==> config.mk <==
export PLATFORM = sky130hd
export DESIGN_NAME = acpr_top
export DESIGN_NICKNAME = d
export VERILOG_FILES = /design/src/acpr_pkg.sv /design/src/acpr_top.sv
export SDC_FILE = /design/constraint.sdc
export NUM_CORES = 1
export LEC_CHECK = 0
export BUFFER_PORTS_ARGS = -buffer_cell sky130_fd_sc_hd__buf_4
export CORE_MARGIN = 5
export CORE_UTILIZATION = 53
export CTS_BUF_LIST = sky130_fd_sc_hd__clkbuf_2
export CTS_CLUSTER_SIZE = 12
export DETAILED_ROUTE_END_ITERATION = 10
export PLACE_DENSITY = 0.76
export SLEW_MARGIN = 20
export SYNTH_ARGS = -nofsm -noshare
export SYNTH_HDL_FRONTEND = slang
export SYNTH_SLANG_ARGS = --single-unit
==> constraint.sdc <==
create_clock -name clk_sys -period 3 [get_ports clk_sys]
set_clock_uncertainty 0.05 [all_clocks]
set_input_delay 0.15 -clock clk_sys [delete_from_list [all_inputs] [get_ports clk_sys]]
set_output_delay 0.15 -clock clk_sys [all_outputs]
set_load 0.02 [all_outputs]
==> src/acpr_pkg.sv <==
/*
  acpr_pkg: constants for the power-loss recovery block (offsets, fields,
  reset values, timing, state codes).
  assumes a 40 MHz system clock and an APB bus with 32-bit data.
*/
package acpr_pkg;

  // apb byte addresses
  localparam logic [11:0] ADDR_CTRL = 12'h000;
  localparam logic [11:0] ADDR_HIST = 12'h004;

  // control register fields
  localparam int BIT_BTN_EN = 0;
  localparam int BIT_REC_EN = 2;
  localparam int BIT_MODE2  = 3;
  localparam int BIT_PREV   = 4;
  localparam int POL_LO     = 5;
  localparam int POL_HI     = 6;
  localparam int BIT_LOCK   = 7;

  // masks and reset values
  localparam logic [7:0] WR_MASK     = 8'hEF;
  localparam logic [7:0] VBAT_CLR    = 8'h7C;
  localparam logic [7:0] STBY_SET    = 8'h03;
  localparam logic [7:0] CTRL_RST    = 8'h03;
  localparam logic [7:0] HIST_RST    = 8'h00;
  localparam logic [4:0] PIN_INIT    = 5'h1C;

  // recovery policy codes
  localparam logic [1:0] POL_OFF  = 2'h0;
  localparam logic [1:0] POL_ON   = 2'h1;
  localparam logic [1:0] POL_PREV = 2'h2;

  // timing
  localparam int unsigned CLK_HZ     = 40000000;
  localparam int unsigned SAMPLE_MS  = 500;
  localparam int unsigned PULSE_MS   = 100;
  localparam int unsigned SAMPLE_CYC = (CLK_HZ / 1000) * SAMPLE_MS;
  localparam int unsigned PULSE_CYC  = (CLK_HZ / 1000) * PULSE_MS;

  // sequencer states, one-hot
  typedef enum logic [3:0] {
    ST_DOWN  = 4'h1,
    ST_EVAL  = 4'h2,
    ST_PULSE = 4'h4,
    ST_UP    = 4'h8
  } acpr_state_t;

endpackage : acpr_pkg

==> src/acpr_top.sv <==
/*
  acpr_top: ac power loss recovery with control register, supply-on
  sample history and power-button pulse generation, behind an APB slave.
  assumes rail reset pins are asynchronous; clk_sys keeps running while
  standby power is absent.
*/
// The register addresses and the APB interface to the registers were left to the implementer.
// Functional notes
// RL1 - control bit 0 enables the power button function, default enabled.
// RL2 - bit 2 enables automatic power failure recovery, default disabled.
// RL3 - bit 3 clear is mode 1 without sampling, set is mode 2 sampling.
// RL4 - mode 2 samples supply-on every half second into eight-bit history.
// RL5 - bit 4 holds supply-on state at standby loss; read-only, battery kept.
// RL6 - previous-state 0 means supply was off, pin was high.
// RL7 - register writable while lock bit 7 clear; bit 4 never writable.
// RL8 - standby power-up evaluates recovery policy bits.
// RL9 - a decision of on emits a power-button pulse.
// RL10 - supply-on pin only follows chipset sleep-state input, never recovery.
// RL11 - policy code 00 leaves supply off, no pulse.
// RL12 - standby power-up loads bits 1:0 with 11 and clears lock.
// RL13 - battery reset clears bits 6 to 2 only.
// RL14 - main rail or bus reset clears only the lock bit; rstn reloads the whole register with 03 instead.
// RL15 - history bit 0 newest sample, bit 7 oldest, 1 means pin low.
// RL16 - history cleared by battery reset, kept across standby reset.
// RL17 - button pulse is active low, fixed length, once per power-up.
// RL18 - standby loss stops sampling and freezes the history.
`timescale 1ns/1ps
module acpr_top #(
  parameter int unsigned SAMPLE_CYCLES = acpr_pkg::SAMPLE_CYC,
  parameter int unsigned PULSE_CYCLES  = acpr_pkg::PULSE_CYC
) (
  input  wire logic        clk_sys,
  input  wire logic        rstn,
  input  wire logic        psel,
  input  wire logic        penable,
  input  wire logic        pwrite,
  input  wire logic [11:0] paddr,
  input  wire logic [31:0] pwdata,
  input  wire logic [3:0]  pstrb,
  output logic      [31:0] prdata,
  output logic             pready,
  output logic             pslverr,
  input  wire logic        standby_power_good,
  input  wire logic        battery_por,
  input  wire logic        main_rst_n,
  input  wire logic        chipset_sleep_state_n,
  input  wire logic        power_button_in_n,
  output logic             supply_on_n,
  output logic             button_pulse_out_n
);

  logic [1:0]            rstPipe_r;
  wire                   rstSyncN;
  wire  [4:0]            pinRaw;
  wire  [4:0]            pinSync;
  logic                  standbyPrev_r;
  logic [7:0]            ctrl_r;
  logic [7:0]            ctrlNxt;
  logic [7:0]            hist_r;
  logic [7:0]            histNxt;
  logic [31:0]           tickCnt_r;
  logic [31:0]           pulseCnt_r;
  acpr_pkg::acpr_state_t state_r;
  acpr_pkg::acpr_state_t stateNxt;
  logic                  policyOn;

  // reset release through two flops
  always_ff @(posedge clk_sys or negedge rstn)
  begin
    if (!rstn)
      rstPipe_r <= 2'h0;
    else
      rstPipe_r <= {rstPipe_r[0], 1'b1};
  end
  assign rstSyncN = rstPipe_r[1];

  // pin synchronisers, two flops each
  assign pinRaw = {power_button_in_n, chipset_sleep_state_n, main_rst_n,
                   battery_por, standby_power_good};
  genvar gi;
  generate
    for (gi = 0; gi < 5; gi++)
    begin : g_sync
      logic meta_r;
      logic sync_r;
      always_ff @(posedge clk_sys or negedge rstSyncN)
      begin
        if (!rstSyncN)
        begin
          meta_r <= acpr_pkg::PIN_INIT[gi];
          sync_r <= acpr_pkg::PIN_INIT[gi];
        end
        else
        begin
          meta_r <= pinRaw[gi];
          sync_r <= meta_r;
        end
      end
      assign pinSync[gi] = sync_r;
    end
  endgenerate

  // rail events
  wire standbyUp   = pinSync[0];
  wire vbatPor     = pinSync[1];
  wire mainRst     = ~pinSync[2];
  wire sleepN      = pinSync[3];
  wire btnInN      = pinSync[4];
  wire standbyRise = standbyUp & ~standbyPrev_r;
  wire standbyFall = ~standbyUp & standbyPrev_r;

  // apb decode
  wire apbAccess = psel & penable;
  wire apbFirst  = apbAccess & ~pready;
  wire apbDone   = apbAccess & pready;
  wire hitCtrl   = paddr == acpr_pkg::ADDR_CTRL;
  wire hitHist   = paddr == acpr_pkg::ADDR_HIST;
  wire mapped    = hitCtrl | hitHist;
  wire locked    = ctrl_r[acpr_pkg::BIT_LOCK];
  wire ctrlWrite = apbDone & pwrite & hitCtrl & pstrb[0] & ~locked; // [RL7]
  wire [31:0] rdMux = hitCtrl ? {24'h0, ctrl_r} :
                      hitHist ? {24'h0, hist_r} : 32'h0;

  // apb answer, one wait state
  always_ff @(posedge clk_sys or negedge rstSyncN)
  begin
    if (!rstSyncN)
    begin
      pready  <= 1'b0;
      pslverr <= 1'b0;
      prdata  <= 32'h0;
    end
    else
    begin
      pready  <= apbFirst;
      pslverr <= apbFirst & ~mapped;
      prdata  <= (apbFirst & ~pwrite) ? rdMux : 32'h0;
    end
  end

  // control register next value; rail events override a write
  always_comb
  begin
    ctrlNxt = ctrl_r;
    if (ctrlWrite)
      ctrlNxt = (ctrl_r & ~acpr_pkg::WR_MASK) | (pwdata[7:0] & acpr_pkg::WR_MASK); // [RL7]
    if (standbyFall)
      ctrlNxt[acpr_pkg::BIT_PREV] = ~supply_on_n; // [RL5] [RL6]
    if (vbatPor)
      ctrlNxt = ctrlNxt & ~acpr_pkg::VBAT_CLR; // [RL13]
    if (standbyRise)
    begin
      ctrlNxt = ctrlNxt | acpr_pkg::STBY_SET; // [RL12]
      ctrlNxt[acpr_pkg::BIT_LOCK] = 1'b0;
    end
    if (mainRst)
      ctrlNxt[acpr_pkg::BIT_LOCK] = 1'b0; // [RL14]
  end

  // half-second sampling tick, runs only with standby up in mode 2
  wire mode2     = ctrl_r[acpr_pkg::BIT_MODE2];
  wire sampleRun = standbyUp & mode2; // [RL3] [RL18]
  wire tick      = sampleRun & (tickCnt_r == SAMPLE_CYCLES - 1); // [RL4]

  // history shift, newest into bit 0
  always_comb
  begin
    histNxt = hist_r;
    if (vbatPor)
      histNxt = acpr_pkg::HIST_RST; // [RL16]
    else if (tick)
      histNxt = {hist_r[6:0], ~supply_on_n}; // [RL4] [RL15]
  end

  // recovery policy decision
  wire [1:0] policy = ctrl_r[acpr_pkg::POL_HI:acpr_pkg::POL_LO];
  wire       prevOn = mode2 ? hist_r[0] : ctrl_r[acpr_pkg::BIT_PREV];
  always_comb
  begin
    case (policy)
      acpr_pkg::POL_OFF:  policyOn = 1'b0; // [RL11]
      acpr_pkg::POL_ON:   policyOn = 1'b1;
      acpr_pkg::POL_PREV: policyOn = prevOn;
      default:            policyOn = 1'b0;
    endcase
  end
  wire wantOn  = ctrl_r[acpr_pkg::BIT_REC_EN] & policyOn; // [RL2] [RL8]
  wire pulseEnd = pulseCnt_r == PULSE_CYCLES - 1;

  // sequencer: one evaluation and at most one pulse per power-up
  always_comb
  begin
    stateNxt = state_r;
    case (state_r)
      acpr_pkg::ST_DOWN:
        if (standbyRise)
          stateNxt = acpr_pkg::ST_EVAL; // [RL8]
      acpr_pkg::ST_EVAL:
        stateNxt = wantOn ? acpr_pkg::ST_PULSE : acpr_pkg::ST_UP; // [RL9]
      acpr_pkg::ST_PULSE:
        if (pulseEnd)
          stateNxt = acpr_pkg::ST_UP; // [RL17]
      acpr_pkg::ST_UP:
        stateNxt = acpr_pkg::ST_UP;
      default:
        stateNxt = acpr_pkg::ST_DOWN;
    endcase
    if (!standbyUp)
      stateNxt = acpr_pkg::ST_DOWN;
  end

  // button output: recovery pulse or gated pass-through of the button
  wire inPulse = state_r == acpr_pkg::ST_PULSE;
  wire btnPass = ctrl_r[acpr_pkg::BIT_BTN_EN] & ~btnInN & standbyUp; // [RL1]

  // state, counters and registers
  always_ff @(posedge clk_sys or negedge rstSyncN)
  begin
    if (!rstSyncN)
    begin
      state_r       <= acpr_pkg::ST_DOWN;
      standbyPrev_r <= 1'b0;
      ctrl_r        <= acpr_pkg::CTRL_RST;
      hist_r        <= acpr_pkg::HIST_RST;
      tickCnt_r     <= 32'h0;
      pulseCnt_r    <= 32'h0;
    end
    else
    begin
      state_r       <= stateNxt;
      standbyPrev_r <= standbyUp;
      ctrl_r        <= ctrlNxt;
      hist_r        <= histNxt;
      tickCnt_r     <= (sampleRun & ~tick) ? tickCnt_r + 32'h1 : 32'h0;
      pulseCnt_r    <= inPulse ? pulseCnt_r + 32'h1 : 32'h0;
    end
  end

  // pin outputs
  always_ff @(posedge clk_sys or negedge rstSyncN)
  begin
    if (!rstSyncN)
    begin
      supply_on_n        <= 1'b1;
      button_pulse_out_n <= 1'b1;
    end
    else
    begin
      supply_on_n        <= sleepN; // [RL10]
      button_pulse_out_n <= ~(inPulse | btnPass); // [RL17]
    end
  end
endmodule : acpr_top

======== Word level (Yosys, flattened, before mapping) ========
Cells that the tools add are included.
word-level totals
  flip-flop bits (word level) ............. 109
  bits in latches ......................... 0
  bits in writable memories ............... 0
  ROM bits ................................ 0
  input port bits ......................... 58
  output and inout port bits .............. 36
  memories ................................ 0
operators by class
  add/subtract/negate cells ............... 2
  multiply operators ...................... 0
  div/mod/pow operators ................... 0
  order comparisons ....................... 0
  equal/unequal tests ..................... 11
  shift-type cells ........................ 0
  muxes and demuxes ....................... 19
  bitwise gates (word level) .............. 30
  reduce and logical (&&, ||, !) cells .... 3
operator list
  kind                   number
  $add 32x1->32 const B  2
  $mux 32                2
  $mux 8                 7
  $eq 32x22->1 const B   1
  $eq 32x25->1 const B   1
  $and 1x1->1            17
  $mux 4                 4
  $pmux 4 s4             1
  $eq 12x3->1 const B    1
  $logic_not 12->1       1
  $not 1->1              10
  $or 5x8->8             1
  $mux 7                 1
  $ne 3x3->1 const B     2
  $eq 4x1->1 const B     1
  $eq 4x2->1 const B     1
  $eq 4x3->1 const B     1
  $eq 4x4->1 const B     1
  $mux 1                 3
  $eq 2x1->1 const B     1
  $eq 2x2->1 const B     1
  $or 1x1->1             2
  $pmux 1 s2             1
  $reduce_and 2->1       1
  $reduce_bool 2->1      1

======== Longest topological paths before layout ========
Gate-level depths: netlist (run 1).
  depth after elaboration ................. 11
  depth in mapped cells ................... 7

======== Worst setup path after synthesis (run 1) ========
OpenSTA, ideal clock, no wires.
  path kind ............................... flip-flop to flip-flop
  start point ............................. register tickCnt_r[0]
  end point ............................... register tickCnt_r[26]
  setup time .............................. 0.088 ns
  arrival time ............................ 1.732 ns
  path slack .............................. 1.130 ns
  cell stages (with the launch flop) ...... 7
  buffers on the path ..................... 1
  clock period less this slack ............ 1.870 ns
  path through ............................ dfrtp_1 ha_1 and4_1 buf_6 nand4_4 or4_1 a211oi_2
on the way
  word-level cells in the longest chain between the ends .. 5
  elaborated cells between the ends (all ways) .. 6
ends and longest elaborated chain
  item                                                                   RTL line         source
  from (decl)                                                            acpr_top.sv:61   logic [31:0] tickCnt_r;
  from (signal assigned)                                                 acpr_top.sv:234  tickCnt_r <= (sampleRun & ~tick) ? tickCnt_r + 32'h1 : 32'h0;
  parallel branches: the longest is 4 deep, another holds $add 32x1->32  --
  $mux 32 (*)                                                            acpr_top.sv:234
Every way passes the cells marked *.
A chain may end at the register's enable or synchronous reset.

======== Final worst setup path (run 1) ========
  start point ............................. register pready
  end point ............................... register ctrl_r[3]
on the way
  word-level cells in the longest chain between the ends .. 8
ends and longest elaborated chain
  item                      RTL line         source
  from (decl)               acpr_top.sv:41   output logic pready,
  from (signal assigned)    acpr_top.sv:135  pready <= apbFirst;
  $and 1x1->1               acpr_top.sv:115  wire apbDone = apbAccess & pready;
  $and 1x1->1 (4 in a row)  acpr_top.sv:120  wire ctrlWrite = apbDone & pwrite & hitCtrl & pstrb[0] & ~locked;
  $mux 8                    acpr_top.sv:145  if (ctrlWrite)
  $mux 7                    acpr_top.sv:149  if (vbatPor)
  $mux 8                    acpr_top.sv:151  if (standbyRise)
  to (signal assigned)      acpr_top.sv:223  ctrl_r <= acpr_pkg::CTRL_RST;
  to (signal assigned)      acpr_top.sv:232  ctrl_r <= ctrlNxt;
  to (decl)                 acpr_top.sv:57   logic [7:0] ctrl_r;
Every way passes these cells.

==> results of run 1 <==
==> final cells by class <==
type | count | area [um2] | share of cell area [%]
clock inverters | 7 | 56.3 | 0.898
clock buffers | 9 | 45.0 | 0.719
diodes | 1 | 2.50 | 0.0399
multi-input cells | 404 | 2560 | 40.9
inverters | 8 | 30.0 | 0.479
repair buffers | 75 | 656 | 10.5
well taps | 136 | 170 | 2.71
flip-flops and latches | 109 | 2750 | 43.8
==> power breakdown <==
group	switching [mW]	total (mW)	internal, mW
registers	0.0209	1.52	1.49
logic	0.0768	0.138	0.0609
clock network	0.509	0.632	0.123
==> stage by stage <==
stage | cells | hold slack (ns) | instance area (um2)
5_1_grt | 749 | 0.0326 | 6270
4_1_cts | 747 | 0.0162 | 6230
3_3_place_gp | 702 | -0.115 | 5840
2_1_floorplan | 572 | -0.196 | 5630
6_report | 749 | 0.0987 | 6270
3_5_place_dp | 702 | -0.114 | 5840
==> worst min-delay path by stage <==
stage               slack, ns  cells past startpoint               end
floorplan               -0.20                      0      rstPipe_r[0]
global placement        -0.12                      1      rstPipe_r[0]
detailed placement      -0.11                      1      rstPipe_r[0]
CTS                      0.02                      5         ctrl_r[6]
global route             0.03                      2  g_sync[4].meta_r
finish                    0.1                      5         ctrl_r[2]
==> metal layers <==
metal	vias up	track usage (%)
met5	-	0
met4	0	7.37
met3	27	3.94
met2	85	31.6
met1	2127	25.5
li1	2077	-
==> what timing repair did <==
action	4_1_cts	5_1_grt
hold buffers	29	0
gates resized for setup	0	1
setup endpoints to repair	0	1
endpoints found under the hold margin	24	0
==> cell usage after synthesis, types with 8 or more instances <==
| cell type | number | area, um2 |
|---|---|---|
| dfrtp_1 | 98 | 2450 |
| nand2_1 | 38 | 143 |
| nor2_1 | 33 | 124 |
| nand3_1 | 32 | 160 |
| buf_4 | 26 | 195 |
| mux2i_1 | 24 | 240 |
| nor3_1 | 23 | 115 |
| o21ai_0 | 23 | 115 |
| a21oi_1 | 21 | 105 |
| nand4_1 | 17 | 106 |
| or4_1 | 17 | 128 |
| clkbuf_1 | 16 | 60.1 |
| o31ai_1 | 16 | 120 |
| nand2b_1 | 15 | 93.8 |
| xor2_1 | 13 | 114 |
| dfstp_2 | 11 | 289 |
| or3_1 | 11 | 68.8 |
| a211oi_1 | 10 | 75.1 |
| nor4_1 | 10 | 62.6 |
| xnor2_1 | 10 | 87.6 |
| and4_1 | 9 | 78.8 |
| and3_1 | 8 | 50.1 |
| inv_1 | 8 | 30.0 |
| nor4b_1 | 8 | 70.1 |
==> sequential cells by signal, indices dropped and copies added, names as in the netlist <==
| signal | count |
|---|---|
| g_sync.meta_r | 5 |
| standbyPrev_r | 1 |
| supply_on_n | 1 |
| prdata | 8 |
| button_pulse_out_n | 1 |
| hist_r | 8 |
| ctrl_r | 8 |
| pslverr | 1 |
| g_sync.sync_r | 4 |
| btnInN | 1 |
| pready | 1 |
| pulseCnt_r | 32 |
| state_r | 4 |
| tickCnt_r | 32 |
| rstPipe_r | 2 |
==> cells by family after synthesis <==
family          synth area share [%]
xor+xnor                        3.64
compound gates                  9.80
buf+inv                         6.03
flops                           49.5
simple gates                    25.5
other cells                    0.136
fa+ha+maj                      0.903
mux                             4.54
==> critical path, delay by kind of cell, from the launching register on <==
kind / cells / cell delay, ns
buf+inv: 2 / 1.18
simple gates: 3 / 0.77
flops: 1 / 0.47
compound gates: 1 / 0.14
==> impl_metrics.env, run 1 <==
export IMPL_period_minus_slack_ns=2.66
export IMPL_min_from="paddr[4]"
export IMPL_hold_violations=0
export IMPL_ys_ff_latch=109
export IMPL_dp_hpwl_um=7660
export IMPL_arrival_ns=3.18
export IMPL_p_leak_nw=2.44
export IMPL_cp_data_required_time_ns=3.52
export IMPL_wl_met1_um=5080
export IMPL_clockRootBuffer="clkbuf_2"
export IMPL_r2r_cells=6
export IMPL_grt_ovfl_total=0
export IMPL_io_buffers=41
export IMPL_finalMaxSlewViolations=0
export IMPL_cp_common_cell="dlygate4sd3_1"
export IMPL_area_growth_pct=13.1
export IMPL_grt_start_max_net_pins=87
export IMPL_clockBufferDepth=2
export IMPL_dr_max_layer_used="met4"
export IMPL_slew_headroom_pct=32.6
export IMPL_setup_slack_ns=0.344
export IMPL_end_kind="flip-flop"
export IMPL_power_density_nw_per_um2=365
export IMPL_first_pass_iters=4
export IMPL_slowest_delay_ns=0.60
export IMPL_yosysWarnings=0
export IMPL_vias=4316
export IMPL_grt_pass1_wl_um=20200
export IMPL_syn_inst=549
export IMPL_pre_cts_slack_ns=0.762
export IMPL_post_cts_buffers=0
export IMPL_finalWirelength_um=11700
export IMPL_h_tree_depth=3
export IMPL_core_area_um2=10300
export IMPL_fin_util_pct=61.0
export IMPL_crit_path_end="ctrl_r[3]"
export IMPL_synth_edff_count=0
export IMPL_final_common_cell="dfrtp_1"
export IMPL_tightest_slew_ns=1.01
export IMPL_synth_area_per_cell_um2=10.1
export IMPL_setup_tns_ns=0
export IMPL_crit_fanout=6
export IMPL_grt_pass1_vias=4292
export IMPL_io_pins=94
export IMPL_wl_met2_um=5980
export IMPL_ys_types=51
export IMPL_r2r_start="pready"
export IMPL_syn_area_um2=5540
export IMPL_startpoint_type="flip-flop"
export IMPL_die_area_um2=12600
export IMPL_status="completed"
export IMPL_vias_per_cell=5.76
export IMPL_drv_cap=0
export IMPL_fmax_mhz=377
export IMPL_irDropWorstVdd_v=0.000282
export IMPL_numClockSinks=109
export IMPL_die_h_um=112
export IMPL_drtIter0Drc=275
export IMPL_drive_gt1_share_pct=15.0
export IMPL_ys_seq_area_share_pct=49.5
export IMPL_routabilityCongestion=0.846
export IMPL_finalPower_mw=2.29
export IMPL_cts_tree="yes"
export IMPL_ant_nets=0
export IMPL_cts_clk_slew_worst_paths_ns=0.30
export IMPL_fin_crit_sh_pct=88.5
export IMPL_antenna_found_initial=1
export IMPL_insertion_delay_ns=0.61
export IMPL_track_usage_pct=19.4
export IMPL_final_nets=669
export IMPL_final_cell_mix="dfrtp_1, buf_4, nand2_1, nor2_1, nand3_1"
export IMPL_r2r_slack_ns=0.34
export IMPL_rr_endpoint="ctrl_r[3]"
export IMPL_synth_flop_cell="dfrtp_1"
export IMPL_cp_cell_sequence="nand2_1, nor4_2, nand3_1, dlygate4sd3_1, a21oi_1, dlygate4sd3_1"
export IMPL_path_class="flip-flop to flip-flop"
export IMPL_setup_viol=0
export IMPL_route_met3_wl_um=388
export IMPL_min_path_type="input port to flip-flop"
export IMPL_slowest_stage="dlygate4sd3_1"
export IMPL_synthArstFlopShare_pct=100
export IMPL_cp_startpoint="pready"
export IMPL_cts_made_buffers=9
export IMPL_fill_cells=872
export IMPL_drcViolationCount=0
export IMPL_start_util_pct=53.9
export IMPL_rsz0062_at_grt="false"
export IMPL_rows=37
export IMPL_wl_per_cell_um=15.7
export IMPL_die_x_um=112
(Power assumes the default switching activity.)
==> run 2: changes to the inputs <==
BUFFER_PORTS_ARGS = unset   (was -buffer_cell sky130_fd_sc_hd__buf_4)
CORE_UTILIZATION = 55   (was 53)
DONT_BUFFER_PORTS = 1   (was unset)
PLACE_DENSITY = 0.7   (was 0.76)
==> run 2 against run 1 <==
Effect of this change:
- sequential cell count stayed put
- critical path depth increased by 2
- die area down 3.3%
- maximum frequency shrank 5.8%
- worst setup slack got worse by 0.16 ns
- critical path type is now input port to flip-flop
- largest power group unchanged
==> impl_metrics.env, run 2 (synthesized netlist as in run 1, its figures left out) <==
export IMPL_grt_pass1_wl_um=19700
export IMPL_end_kind="flip-flop"
export IMPL_first_pass_iters=4
export IMPL_p_sw_uw=584
export IMPL_vias=4161
export IMPL_ant_nets=0
export IMPL_fmax_mhz=355
export IMPL_vias_per_cell=5.84
export IMPL_dp_hpwl_um=7470
export IMPL_die_area_um2=12200
export IMPL_clockBufferDepth=2
export IMPL_grt_pass1_vias=4012
export IMPL_drv_cap=0
export IMPL_cts_made_buffers=9
export IMPL_cts_clk_slew_worst_paths_ns=0.31
export IMPL_cts_tree="yes"
export IMPL_track_usage_pct=20.5
export IMPL_diodes=0
export IMPL_io_pins=94
export IMPL_p_clk_share_pct=32.5
export IMPL_placed_area_um2=5530
export IMPL_path_class="input port to flip-flop"
export IMPL_fill_cells=830
export IMPL_power_density_nw_per_um2=395
export IMPL_h_tree_depth=3
export IMPL_start_util_pct=56.4
export IMPL_die_x_um=110
export IMPL_insertion_delay_ns=0.60
export IMPL_final_cell_area_um2=6080
export IMPL_die_h_um=110
export IMPL_final_cell_mix="dfrtp_1, dlygate4sd3_1, nand2_1, nor2_1, nand3_1"
export IMPL_drcViolationCount=0
export IMPL_final_common_cell="dfrtp_1"
export IMPL_seqPwrFrac_pct=63.6
export IMPL_finalWirelength_um=11600
export IMPL_tightest_slew_ns=0.983
export IMPL_p_int_mw=1.82
export IMPL_r2r_cells=6
export IMPL_period_minus_slack_ns=2.82
export IMPL_cp_cell_sequence="dlygate4sd3_1, nor4_1, dlygate4sd3_1, and3_2, nand3_1, dlygate4sd3_1, a21oi_1, dlygate4sd3_1"
export IMPL_cp_data_required_time_ns=3.52
export IMPL_slowest_delay_ns=0.62
export IMPL_setup_viol=0
export IMPL_setup_tns_ns=0
export IMPL_startpoint_type="input port"
export IMPL_grt_ovfl_total=0
export IMPL_finalPower_mw=2.40
export IMPL_drive_gt1_share_pct=8.81
export IMPL_area_growth_pct=9.67
export IMPL_reg_top3="pulseCnt_r x32, tickCnt_r x32"
export IMPL_routabilityCongestion=0.816
export IMPL_wl_per_cell_um=16.3
export IMPL_numClockSinks=109
export IMPL_rows=36
export IMPL_hold_violations=0
export IMPL_status="completed"
export IMPL_slew_headroom_pct=34.3
export IMPL_finalMaxSlewViolations=0
export IMPL_slowest_stage="dlygate4sd3_1"
export IMPL_core_area_um2=9820
export IMPL_irDropWorstVdd_v=0.000311
export IMPL_fin_crit_sh_pct=94.0
export IMPL_min_path_type="input port to flip-flop"
export IMPL_power_share_combinational_pct=4.0
export IMPL_io_buffers=0
export IMPL_final_nets=636
export IMPL_rsz0062_at_grt="false"
export IMPL_crit_fanout=9
export IMPL_cp_common_cell="dlygate4sd3_1"
export IMPL_arrival_ns=3.34
export IMPL_p_sw_share_pct=24.3
export IMPL_grt_start_max_net_pins=55
export IMPL_antenna_found_initial=0
export IMPL_hold_path_cell_count=3
export IMPL_p_leak_nw=2.29
export IMPL_clockRootBuffer="clkbuf_2"
export IMPL_drtIter0Drc=242
[run 2: cell types whose count changed in the layout (fill, tap and decap cells not counted), sizes merged]
cell and delta:
bufinv +2, inv -1, buf -43, clkbuf +1, clkinv -2, dlygate4sd3 +10, diode -1
[run 2: power by group through the flow]
stage / combinational (mW) / clock (mW) / sequential, mW
floorplan: 0.0752 / 0 / 1.55
global placement: 0.0641 / 0 / 1.55
detailed placement: 0.0659 / 0 / 1.55
CTS: 0.0919 / 0.800 / 1.53
global route: 0.106 / 0.858 / 1.53
finish: 0.0953 / 0.780 / 1.53
[run 2: area by class of cell]
cell class                 instances  area [um2]  share of cell area, %
sequential                       109        2750                   45.2
multi-input combinational        404        2560                   42.2
timing repair buffer              42         425                   7.00
tap                              133         166                   2.74
clock inverter                     6        93.8                   1.54
clock buffer                      10        50.0                  0.824
inverter                           8        30.0                  0.494
[run 2: through the flow]
step	setup WS (ns)	hold WS, ns	util [%]	cells
floorplan	1.13	-0.196	-	572
global placement	0.763	-0.196	56.4	657
detailed placement	0.707	-0.196	56.4	657
CTS	0.115	0.00237	61.6	710
global route	0.0652	-0.00173	61.9	712
finish	0.180	0.0322	61.9	712
[run 2: critical path, delay by kind of cell]
kind                   cells  cell delay, ns
AOI/OAI and AO/OA          1            0.19
buffers and inverters      4            2.34
and+or+nand+nor            3            0.66
[run 2: worst paths after layout]
kind | slack [ns] | from | to
max | 0.18 | paddr[10] | ctrl_r[5]
min | 0.03 | paddr[11] | pslverr
max reg2reg | 0.21 | pready | ctrl_r[5]
min reg2reg | 0.32 | rstPipe_r[0] | rstPipe_r[1]
max in group asynchronous | 1.73 | rstPipe_r[1] | g_sync[4].meta_r
min in group asynchronous | 0.20 | rstn | rstPipe_r[1]
[run 2: routing by layer]
metal  vias to the layer above  global-route usage (%)  part of all wire, %
li1                       2007                       -                    -
met1                      2054                    28.7                   46
met2                        87                    32.8                   49
met3                        13                    4.08                  4.2
met4                         0                    5.54                  1.3
met5                         -                       0                    0
[run 2: timing repair]
action                                  CTS  global route
hold buffers                             37             2
resized for setup                         0             2
hold endpoints to repair                 24             2
endpoints found under the setup margin    0             5
setup buffers                             0             0
==> run 3: changes to the inputs <==
--- a/config.mk
+++ b/config.mk
@@ -6,5 +6,4 @@
 export NUM_CORES = 1
 export LEC_CHECK = 0
-export CORE_MARGIN = 5
 export CORE_UTILIZATION = 55
 export CTS_BUF_LIST = sky130_fd_sc_hd__clkbuf_2
--- a/constraint.sdc
+++ b/constraint.sdc
@@ -3,3 +3,3 @@
 set_input_delay 0.15 -clock clk_sys [delete_from_list [all_inputs] [get_ports clk_sys]]
 set_output_delay 0.15 -clock clk_sys [all_outputs]
-set_load 0.02 [all_outputs]
+set_load 0.1 [all_outputs]
==> run 3 against run 2 <==
Effect of this change:
- maximum frequency up 1.2%
- highest routed layer unchanged
- utilization rose by 0.68 points
- routed wire length is 1.1% lower
==> impl_metrics.env, run 3 (synthesized netlist as in run 1, its figures left out) <==
export IMPL_irDropWorstVdd_v=0.000303
export IMPL_post_cts_buffers=0
export IMPL_clockRootBuffer="clkbuf_2"
export IMPL_p_sw_uw=773
export IMPL_rows=36
export IMPL_first_pass_iters=5
export IMPL_grt_pass1_vias=4108
export IMPL_grt_start_max_net_pins=57
export IMPL_final_cell_mix="dfrtp_1, dlygate4sd3_1, nand2_1, nor2_1, nand3_1"
export IMPL_power_share_combinational_pct=8.6
export IMPL_rsz0062_at_grt="false"
export IMPL_clockBufferDepth=2
export IMPL_insertion_delay_ns=0.64
export IMPL_fmax_mhz=359
export IMPL_p_leak_nw=2.29
export IMPL_antenna_found_initial=0
export IMPL_setup_viol=0
export IMPL_final_common_cell="dfrtp_1"
export IMPL_wl_per_cell_um=16.1
export IMPL_cp_data_required_time_ns=3.55
export IMPL_power_density_nw_per_um2=402
export IMPL_io_pins=94
export IMPL_vias_per_cell=5.93
export IMPL_startpoint_type="flip-flop"
export IMPL_period_minus_slack_ns=2.79
export IMPL_die_x_um=102
export IMPL_final_nets=640
export IMPL_cts_clk_slew_worst_paths_ns=0.34
export IMPL_finalWirelength_um=11500
export IMPL_diodes=0
export IMPL_fin_crit_sh_pct=92.9
export IMPL_routabilityCongestion=0.841
export IMPL_track_usage_pct=24.4
export IMPL_reg_top3="pulseCnt_r x32, tickCnt_r x32"
export IMPL_seqPwrFrac_pct=62.5
export IMPL_fin_cells=716
export IMPL_status="completed"
export IMPL_drcViolationCount=0
export IMPL_cts_tree="yes"
export IMPL_tightest_slew_ns=0.876
export IMPL_core_area_um2=9770
export IMPL_grt_pass1_wl_um=19900
export IMPL_die_h_um=102
export IMPL_slew_headroom_pct=41.7
export IMPL_crit_fanout=6
export IMPL_cts_made_buffers=9
export IMPL_path_class="flip-flop to flip-flop"
export IMPL_drive_gt1_share_pct=8.75
export IMPL_dp_hpwl_um=7250
export IMPL_finalMaxSlewViolations=0
export IMPL_min_path_type="input port to asynchronous set/reset pin"
export IMPL_start_util_pct=56.7
export IMPL_vias=4249
export IMPL_p_sw_share_pct=31.4
export IMPL_drtIter0Drc=206
export IMPL_dp_cells=658
export IMPL_hold_violations=0
export IMPL_p_clk_share_pct=28.8
export IMPL_grt_ovfl_total=0
export IMPL_drv_cap=0
export IMPL_die_area_um2=10500
export IMPL_io_buffers=0
export IMPL_ant_nets=0
export IMPL_numClockSinks=109
export IMPL_p_int_mw=1.69
export IMPL_arrival_ns=3.33
export IMPL_area_growth_pct=10.4
export IMPL_h_tree_depth=3
export IMPL_end_kind="flip-flop"
export IMPL_setup_tns_ns=0
## run 3: power by group through the flow
stage / combinational (mW) / clock, mW / sequential, mW
after floorplan: 0.179 / 0 / 1.56
final: 0.212 / 0.710 / 1.54
after global placement: 0.176 / 0 / 1.56
after detailed placement: 0.178 / 0 / 1.56
after global routing: 0.223 / 0.780 / 1.55
after CTS: 0.209 / 0.739 / 1.54
## run 3: final cells by class
class / instances / area, um2
well taps: 133 / 166
clock buffers: 9 / 45.0
repair buffers: 46 / 463
clock inverters: 7 / 83.8
multi-input cells: 404 / 2580
flip-flops and latches: 109 / 2750
fillers: 795 / 3660
inverters: 8 / 30.0
## run 3: path summary, 6_finish.rpt
kind / end / slack (ns) / from / cells after the start
hold reg to reg: rstPipe_r[1] / 0.31 / rstPipe_r[0] / 0
hold / removal: rstPipe_r[1] / 0.15 / rstn / 2
setup reg to reg: ctrl_r[6] / 0.21 / pready / 7
max in group asynchronous: tickCnt_r[31] / 1.82 / rstPipe_r[1] / 1
setup / recovery: ctrl_r[6] / 0.21 / pready / 7
min in group clk_sys: rstPipe_r[1] / 0.31 / rstPipe_r[0] / 0
## run 3: critical path, stage by stage, from the launching register on
cell	delay, ns
dfrtp_1	0.40
buf_4	0.31
nand2_1	0.20
nor4_4	0.38
nand3_1	0.14
dlygate4sd3_1	0.60
a21oi_1	0.13
dlygate4sd3_1	0.56
## run 3: stage by stage
| step | total power, mW | setup WS, ns | hold WS [ns] | instance area (um2) | util [%] |
|---|---|---|---|---|---|
| floorplan | 1.74 | 0.919 | -0.196 | 5630 | - |
| global placement | 1.74 | 0.769 | -0.196 | 5540 | 56.7 |
| detailed placement | 1.74 | 0.697 | -0.196 | 5540 | 56.7 |
| CTS | 2.49 | 0.0230 | 0.112 | 6090 | 62.3 |
| global route | 2.55 | 0.0587 | 0.121 | 6110 | 62.6 |
| finish | 2.46 | 0.213 | 0.149 | 6110 | 62.6 |
## run 3: timing repair
action	in CTS	in global routing
hold endpoints to repair	24	0
hold buffers	42	0
gates resized for setup	0	2
setup endpoints to repair	0	3
## run 3: routing by layer
metal  GRT usage [%]  share of wire (%)
met5               0                  0
met3            4.38                3.3
met4            8.24                1.7
met1            33.4                 45
met2            39.3                 50
